<file path="src/logic/modem_irq_cfg.svh">
`ifndef MODEM_IRQ_CFG_SVH
`define MODEM_IRQ_CFG_SVH
`define MCR_TERM_READY_BIT 0
`define MCR_USER_A_BIT     2
`define MCR_USER_B_BIT     3
`define MCR_LOOPBACK_BIT   4
`define MSR_DELTA_DSR_BIT  1
`define MSR_DSR_BIT        5
`define RX_OVERSAMPLE      16
`define RX_TICK_CNT_W      4
`endif

</file>
<file path="src/logic/modem_irq_pkg.sv">
package modem_irq_pkg;
   typedef logic [7:0] byte_t;
   typedef enum logic [1:0]
   {
      IRQ_NONE = 2'b00,
      IRQ_PEND = 2'b01
   } irq_state_t;
endpackage : modem_irq_pkg

</file>
<file path="src/logic/modem_sync_if.sv">
`timescale 1ns/1ps
interface modem_sync_if;
   logic level;
   logic change;
   modport src (output level, output change);
   modport dst (input level, input change);
endinterface : modem_sync_if

</file>
<file path="src/logic/pin_sync.sv">
`timescale 1ns/1ps
module pin_sync
(
   // Clock and reset
   input  wire logic   clk_i,
   input  wire logic   reset_i,
   // Raw pin
   input  wire logic   pin_i,
   // Synchronised level and change pulse
   modem_sync_if.src   sync
);
   typedef struct packed
   {
      logic s1;
      logic s2;
      logic s3;
      logic stable;
      logic change;
   } sync_state_t;
   sync_state_t state_reg;
   sync_state_t state_next;

   always_comb
   begin
      state_next = state_reg;
      state_next.s1 = pin_i;
      state_next.s2 = state_reg.s1;
      state_next.s3 = state_reg.s2;
      state_next.change = 1'b0;
      // Accept a new level once second and third stages agree
      if ((state_reg.s2 == state_reg.s3) && (state_reg.s3 != state_reg.stable))
      begin
         state_next.stable = state_reg.s3;
         state_next.change = 1'b1;
      end
   end

   always_ff @(posedge clk_i)
   begin
      if (reset_i)
         state_reg <= '{s1: 1'b1, s2: 1'b1, s3: 1'b1, stable: 1'b1, change: 1'b0};
      else
         state_reg <= state_next;
   end

   assign sync.level  = state_reg.stable;
   assign sync.change = state_reg.change;
endmodule : pin_sync

</file>
<file path="src/logic/modem_signals_irq.sv">
// Overview of operation
// Status bit 5 shows present level of data-set-ready input.
// Status bit 1 sets on any data-set-ready change; status read clears it.
// Enabled modem status interrupt fires on data-set-ready change. The code suppresses it in loopback.
// Terminal-ready output is active low, meaning ready to communicate.
// Terminal-ready output active while its control bit is set.
// Terminal-ready inactive after reset, in loopback, or with bit clear.
// Interrupt output active high while any interrupt is pending.
// Interrupt causes: receiver error, rx data/timeout, tx empty, modem status.
// Interrupt drops when serviced or on master reset.
// User outputs active low; control bit 2 drives a, bit 3 drives b.
// User outputs forced high after reset, in loopback, or with bit clear.
// Receiver timing comes from receiver clock at sixteen times baud.
// Either read strobe polarity, with select, reads the addressed register.
// Host uses one read strobe and ties the other inactive.
// Active-high master reset clears registers and sets output levels.
// Modem input is synchronised so one transition flags once.
`timescale 1ns/1ps
`include "modem_irq_cfg.svh"
module modem_signals_irq
#(
   parameter int RX_TICK_W = `RX_TICK_CNT_W
)
(
   // Clock and reset
   input  wire logic                 clk_i,
   input  wire logic                 reset_i,
   // Modem side
   input  wire logic                 data_set_ready_n_i,
   input  wire logic                 rx_clock_i,
   output logic                      term_ready_n_o,
   output logic                      user_output_a_n_o,
   output logic                      user_output_b_n_o,
   // Host side
   input  wire logic                 chip_select_i,
   input  wire logic                 host_read_strobe_n_i,
   input  wire logic                 host_read_strobe_i,
   input  wire modem_irq_pkg::byte_t modem_control_reg_i,
   input  wire logic                 modem_irq_enable_i,
   input  wire logic                 rx_error_irq_i,
   input  wire logic                 rx_data_irq_i,
   input  wire logic                 tx_empty_irq_i,
   input  wire logic                 irq_serviced_i,
   output modem_irq_pkg::byte_t      modem_status_o,
   output logic                      read_active_o,
   output logic                      rx_sample_tick_o,
   output logic                      irq_o
);
   import modem_irq_pkg::*;

   modem_sync_if dsr_if();
   modem_sync_if rclk_if();

   typedef struct packed
   {
      byte_t            status;
      logic             delta_dsr;
      logic             term_n;
      logic             ua_n;
      logic             ub_n;
      logic             rd_prev;
      logic             rd_act;
      logic [RX_TICK_W-1:0] rx_cnt;
      logic             rx_tick;
      irq_state_t       irq_st;
      logic             modem_pend;
      logic             irq;
   } top_state_t;
   top_state_t state_reg;
   top_state_t state_next;

   logic read_now;
   logic read_start;
   logic loop_mode;

   pin_sync dsr_sync
   (
      .clk_i   (clk_i),
      .reset_i (reset_i),
      .pin_i   (data_set_ready_n_i),
      .sync    (dsr_if.src)
   );

   pin_sync rclk_sync
   (
      .clk_i   (clk_i),
      .reset_i (reset_i),
      .pin_i   (rx_clock_i),
      .sync    (rclk_if.src)
   );

   function automatic logic out_level_n(input byte_t modem_control_reg, input int bit_idx);
      // Active-low pin: low only when bit set and not in loopback
      out_level_n = !(modem_control_reg[bit_idx] && !modem_control_reg[`MCR_LOOPBACK_BIT]);
   endfunction : out_level_n

   always_comb
   begin
      // Either strobe polarity, gated by select
      read_now   = chip_select_i && (!host_read_strobe_n_i || host_read_strobe_i);
      read_start = read_now && !state_reg.rd_prev;
      loop_mode  = modem_control_reg_i[`MCR_LOOPBACK_BIT];
      state_next = state_reg;
      state_next.rd_prev = read_now;
      state_next.rd_act  = read_now;
      // Change flag: set wins over read clear
      if (dsr_if.change)
         state_next.delta_dsr = 1'b1;
      else if (read_start)
         state_next.delta_dsr = 1'b0;
      state_next.status = '0;
      state_next.status[`MSR_DSR_BIT]       = !dsr_if.level;
      state_next.status[`MSR_DELTA_DSR_BIT] = state_next.delta_dsr;
      state_next.term_n = out_level_n(modem_control_reg_i, `MCR_TERM_READY_BIT);
      state_next.ua_n   = out_level_n(modem_control_reg_i, `MCR_USER_A_BIT);
      state_next.ub_n   = out_level_n(modem_control_reg_i, `MCR_USER_B_BIT);
      // Receiver tick on every sixteenth rising edge of receiver clock
      state_next.rx_tick = 1'b0;
      if (rclk_if.change && rclk_if.level)
      begin
         state_next.rx_cnt = state_reg.rx_cnt + RX_TICK_W'(1);
         if (state_reg.rx_cnt == RX_TICK_W'(`RX_OVERSAMPLE - 1))
            state_next.rx_tick = 1'b1;
      end
      // Modem status event pending while enabled and not in loopback; read or service clears it
      if (dsr_if.change && modem_irq_enable_i && !loop_mode)
         state_next.modem_pend = 1'b1;
      else if (read_start || irq_serviced_i)
         state_next.modem_pend = 1'b0;
      case (state_reg.irq_st)
         IRQ_NONE:
         begin
            if (rx_error_irq_i || rx_data_irq_i || tx_empty_irq_i || state_reg.modem_pend)
               state_next.irq_st = IRQ_PEND;
         end
         IRQ_PEND:
         begin
            if (irq_serviced_i || !(rx_error_irq_i || rx_data_irq_i || tx_empty_irq_i
                || state_reg.modem_pend))
               state_next.irq_st = IRQ_NONE;
         end
         default:
            state_next.irq_st = IRQ_NONE;
      endcase
      state_next.irq = (state_next.irq_st == IRQ_PEND);
   end

   always_ff @(posedge clk_i)
   begin
      // Master reset forces all outputs inactive
      if (reset_i)
         state_reg <= '{status: '0, delta_dsr: 1'b0, term_n: 1'b1, ua_n: 1'b1, ub_n: 1'b1,
                        rd_prev: 1'b0, rd_act: 1'b0, rx_cnt: '0, rx_tick: 1'b0,
                        irq_st: IRQ_NONE, modem_pend: 1'b0, irq: 1'b0};
      else
         state_reg <= state_next;
   end

   assign term_ready_n_o    = state_reg.term_n;
   assign user_output_a_n_o = state_reg.ua_n;
   assign user_output_b_n_o = state_reg.ub_n;
   assign modem_status_o    = state_reg.status;
   assign read_active_o     = state_reg.rd_act;
   assign rx_sample_tick_o  = state_reg.rx_tick;
   assign irq_o             = state_reg.irq;
endmodule : modem_signals_irq

</file>
<file path="config.mk">
export PLATFORM = sky130hd
export DESIGN_NAME = modem_signals_irq
export DESIGN_NICKNAME = d
export VERILOG_FILES = /design/src/logic/modem_irq_pkg.sv /design/src/logic/modem_sync_if.sv /design/src/logic/pin_sync.sv /design/src/logic/modem_signals_irq.sv
export VERILOG_INCLUDE_DIRS = /design/src /design/src/logic
export SDC_FILE = /design/constraint.sdc
export NUM_CORES = 1
export LEC_CHECK = 0
export BUFFER_PORTS_ARGS = -buffer_cell sky130_fd_sc_hd__buf_2
export CORE_UTILIZATION = 50
export CTS_CLUSTER_DIAMETER = 120
export DETAILED_ROUTE_END_ITERATION = 7
export MAX_ROUTING_LAYER = met4
export PLACE_DENSITY = 0.82
export REMOVE_ABC_BUFFERS = 1
export SETUP_SLACK_MARGIN = 0.1
export SYNTH_ARGS = -nofsm -noshare
export SYNTH_HDL_FRONTEND = slang
export SYNTH_SLANG_ARGS = --single-unit
</file>
<file path="constraint.sdc">
create_clock -name clk_i -period 2.6 [get_ports clk_i]
set_input_delay 0.13 -clock clk_i [delete_from_list [all_inputs] [get_ports clk_i]]
set_output_delay 0.13 -clock clk_i [all_outputs]
set_load 0.01 [all_outputs]
</file>
* Yosys cells after proc, flatten, opt, wreduce, memory -nomap -nowiden *
Cells that the tools add are included.
Widths: inputs -> output; s select.

storage, ports and cells
  logic and storage cells = 68
  output and inout bits = 14
  input port bits = 20
  register bits after elaboration = 32

operators by class
  reductions and logical operators = 27
  $add $sub $neg = 1
  multiplexer cells = 10
  bitwise operators = 1
  eq/ne operators = 7

operators by type and width
  cell                 count
  $logic_and 1x1->1    10
  $logic_not 1->1      8
  $mux 1               7
  $logic_or 1x1->1     6
  $add 4x1->4 const B  1
  $eq 2x1->1 const B   2
  $eq 4x4->1 const B   1
  $mux 2               2
  $pmux 2 s2           1
  $eq 1x1->1           2
  $logic_not 2->1      1
  $ne 1x1->1           2
  $reduce_bool 2->1    1
  $reduce_or 2->1      1
  $not 1->1            1

* Longest topological paths before layout *
  word-level depth = 8
  mapped depth = 4
  gate-level depth less buffers = 4

* Cells and area by module *
Synthesis repeated with hierarchy kept, for this count alone.

unflattened totals
  cell total of the unflattened synthesis = 86
  area, all modules = 872.1 sq um

modules (own cells, without submodules)
  module             times used  cells each  area an instance (sq um)
  modem_signals_irq  1           58          564.3
  pin_sync           2           14          153.9

* Worst setup path before layout *
No wires, ideal clock.

  kind = register to register
  start = register state_reg[5] in the netlist's numbering
  end = register state_reg[7] in the netlist's numbering
  data required time = 2.483 ns
  cell stages (with the launch flop) = 5
  library setup time = 0.117 ns
  data arrival time = 0.776 ns
  path slack = 1.707 ns
  buffers on the path = 0
  path through = dfxtp_1 ha_1 nand3_1 xor2_1 nor2_1

between the ends
  longest elaborated chain between the ends = 1

RTL lines
  what                      RTL line                  source
  start: declaration        modem_signals_irq.sv:69   top_state_t state_reg;
  start signal: assignment  modem_signals_irq.sv:152  state_reg <= '{status: '0, delta_dsr: 1'b0, term_n: 1'b1, ua_n: 1'b1, ub_n: 1'b1,
  start signal: assignment  modem_signals_irq.sv:156  state_reg <= state_next;
  $add 4x1->4               modem_signals_irq.sv:121  state_next.rx_cnt = state_reg.rx_cnt + RX_TICK_W'(1);

Every way passes these cells.
A chain may end at the register's enable or synchronous reset.

* Worst setup path in the final report *
  start = register rclk_sync.state_reg, in the netlist rclk_sync.sync.level
  end = register state_reg[8] in the netlist's numbering

between the ends
  longest elaborated chain between the ends = 1

RTL lines
  what                      RTL line                  source
  start: declaration        pin_sync.sv:20            sync_state_t state_reg;
  start signal: assignment  pin_sync.sv:41            state_reg <= '{s1: 1'b1, s2: 1'b1, s3: 1'b1, stable: 1'b1, change: 1'b0};
  start signal: assignment  pin_sync.sv:43            state_reg <= state_next;
  $logic_and 1x1->1         modem_signals_irq.sv:119  if (rclk_if.change && rclk_if.level)

Every way passes these cells.

==> metrics.csv <==
metric;value;unit
status;complete, no violations;
yosys-top-cells-area;dfxtp_1 55%, buf_4 6.6%, or2_1 4.1%, nand2_1 3.7%, a21oi_1 3.3%;
num_vias;661;
crit_type;reg2reg;
coreArea;1710;um^2
peakVddDrop;475;uV
rows;15;
total_power;0.000608;W
ctsResizeCount;0;
swShare;21.9;%
placed_area;1010;um^2
start_util;53.1;%
antenna_found_initial;0;
largest_register_ff_count;7;
seqCellArea;500;um^2
synth_area;907;um^2
die_h;44.6;um
worstPathRequired;2.86;ns
cts.root.buffer_cell;clkbuf_4;
gp_routability_congestion;0.696;
maxCapViolCount;0;
cts_tree;built;
min_period_over_period;38.8;%
rsz0062_at_grt;no;
grt_pass1_vias;534;
drt_iter0_drc;9;
hp-class;in2reg;
n_fill_cell;136;
dp_hpwl;930;um
fin_nets;140;
endpoint_kind;flop;
firstDrtPassIters;4;
final.setup_skew;0.00452;ns
holdWs;0.0243;ns
clk_latency;0.31;ns
seqPwrFrac;65.4;%
clock_sinks;25;
final_area;1080;um^2
utilization;63.4;%
cts_buffers;3;
drive_above_1_share;27.1;%
finalHoldViolCount;0;
min_period;1.01;ns
synth.distinct_cells;24;
die_area;1990;um^2
insertedDiodeCount;0;
syn2layout_area_growth;19.3;%
clk_pin_slew;0.12;ns
setup_viol;0;
fp.dieW;44.6;um
path_max_fanout;7;
synth_seq_area_share;55.2;%
hold_buffers;5;
yosysWarnings;0;
via_per_inst;4.62;
power_density;562;nW/um^2
p_leak;0.445;nW
tns;0;ns
syn_inst;90;
wire_per_inst;9.69;um
combPwrFrac;7.2;%
htree_levels;1;
cp-start-kind;flop;
pwr-share-clk;27.4;%
grt_pass1_wl;2150;um
drc;0;
track_usage;16.0;%
post_cts_buffers;0;
synth-seq-cells;25;
detail-route-antenna-nets;0;
slew_viol_final;0;
max_freq;990;MHz
io-pin-count;34;
synth_top_cell_area_share;55.2;%
clockBufferDepth;2;
cp.arrival;1.27;ns
yosysTopAreaCell;dfxtp_1;
internal_power;0.000475;W
p_sw;0.000133;W
io_buffers;23;
avgSynthCellArea;10.1;um^2
routed_wl;1390;um
multi_input_area;352;um^2
grt_start_max_net_pins;23;
overflow;0;
## metrics by stage
step	setup WS, ns	std cells
2_1_floorplan	1.71	86
6_report	1.59	143
3_3_place_gp	1.65	134
5_1_grt	1.53	143
4_1_cts	1.58	143
3_5_place_dp	1.61	134
## layout make-up
type	instances	share of cell area, %
multi-input cells	59	32.5
inverters	2	0.694
flip-flops and latches	25	46.2
well taps	25	2.89
clock buffers	4	2.43
repair buffers	28	15.3
## per-layer routing
metal / global-route usage [%] / wire length [um] / vias up
met5: - / 0 / -
met4: 7.27 / 27 / 0
met3: 7.35 / 66 / 5
met2: 24.7 / 687 / 18
met1: 17.5 / 603 / 297
li1: - / - / 341
## cell usage after synthesis, drive strengths merged
master    n
dfxtp    25
buf      10
nand2     9
nor2      8
a21oi     6
or2       6
nand3     4
o21bai    3
a2111oi   2
inv       2
nand2b    2
nand3b    2
nor4      2
xor2      2
conb      1
ha        1
nor2b     1
nor3      1
nor3b     1
o211ai    1
o21ai     1
## cell families (layout without fill, tap and decap cells)
| group | count (synthesis) | in the layout | share of synthesized area, % |
|---|---|---|---|
| other cells | 1 | 7 | 0.413 |
| simple gates | 36 | 36 | 22.1 |
| buf+inv | 12 | 34 | 8.55 |
| xor+xnor | 2 | 2 | 1.93 |
| fa+ha+maj | 1 | 1 | 1.38 |
| compound gates | 13 | 13 | 10.5 |
| flops | 25 | 25 | 55.2 |
## worst paths after layout
check | from | endpoint | slack, ns | cells after the start
hold / removal | modem_irq_enable_i | state_reg[1]$_SDFFE_PP0P_ | 0.02 | 3
setup reg to reg | rclk_sync.sync.level$_SDFFE_PP1P_ | state_reg[8]$_SDFFE_PP0P_ | 1.59 | 3
hold reg to reg | rclk_sync.state_next[3]$_SDFF_PP1_ | rclk_sync.state_next[2]$_SDFF_PP1_ | 0.42 | 1
setup / recovery | rclk_sync.sync.level$_SDFFE_PP1P_ | state_reg[8]$_SDFFE_PP0P_ | 1.59 | 3
## power by group through the flow
stage | combinational (W) | sequential [W] | clock, W
floorplan | 0.0000147 | 0.000407 | 0
global placement | 0.0000371 | 0.000406 | 0
detailed placement | 0.0000379 | 0.000406 | 0
CTS | 0.0000439 | 0.000398 | 0.000172
global route | 0.0000493 | 0.000399 | 0.000188
finish | 0.0000439 | 0.000398 | 0.000167
## cell usage in the layout (no fill, tap or decap)
master,count
nor2b_1,1
nand2_1,9
dlygate4sd3_1,5
clkbuf_1,1
clkbuf_4,3
or2_1,6
a2111oi_2,2
nand2b_1,2
nand3b_1,2
o21ai_0,1
nor3b_1,1
o21bai_1,3
nand3_2,1
conb_1,7
ha_1,1
dfxtp_1,25
nor3_1,1
buf_2,23
o211ai_1,1
nor4_2,2
nor2_2,1
xor2_1,2
nor2_1,7
a21oi_1,6
inv_1,2
nand3_1,3
## critical path, stage by stage (launching register included)
cell	delay, ns
dfxtp_1	0.47
nand3_2	0.13
nor4_2	0.22
o21bai_1	0.14
No activity file was read; power rests on OpenSTA's default activity.
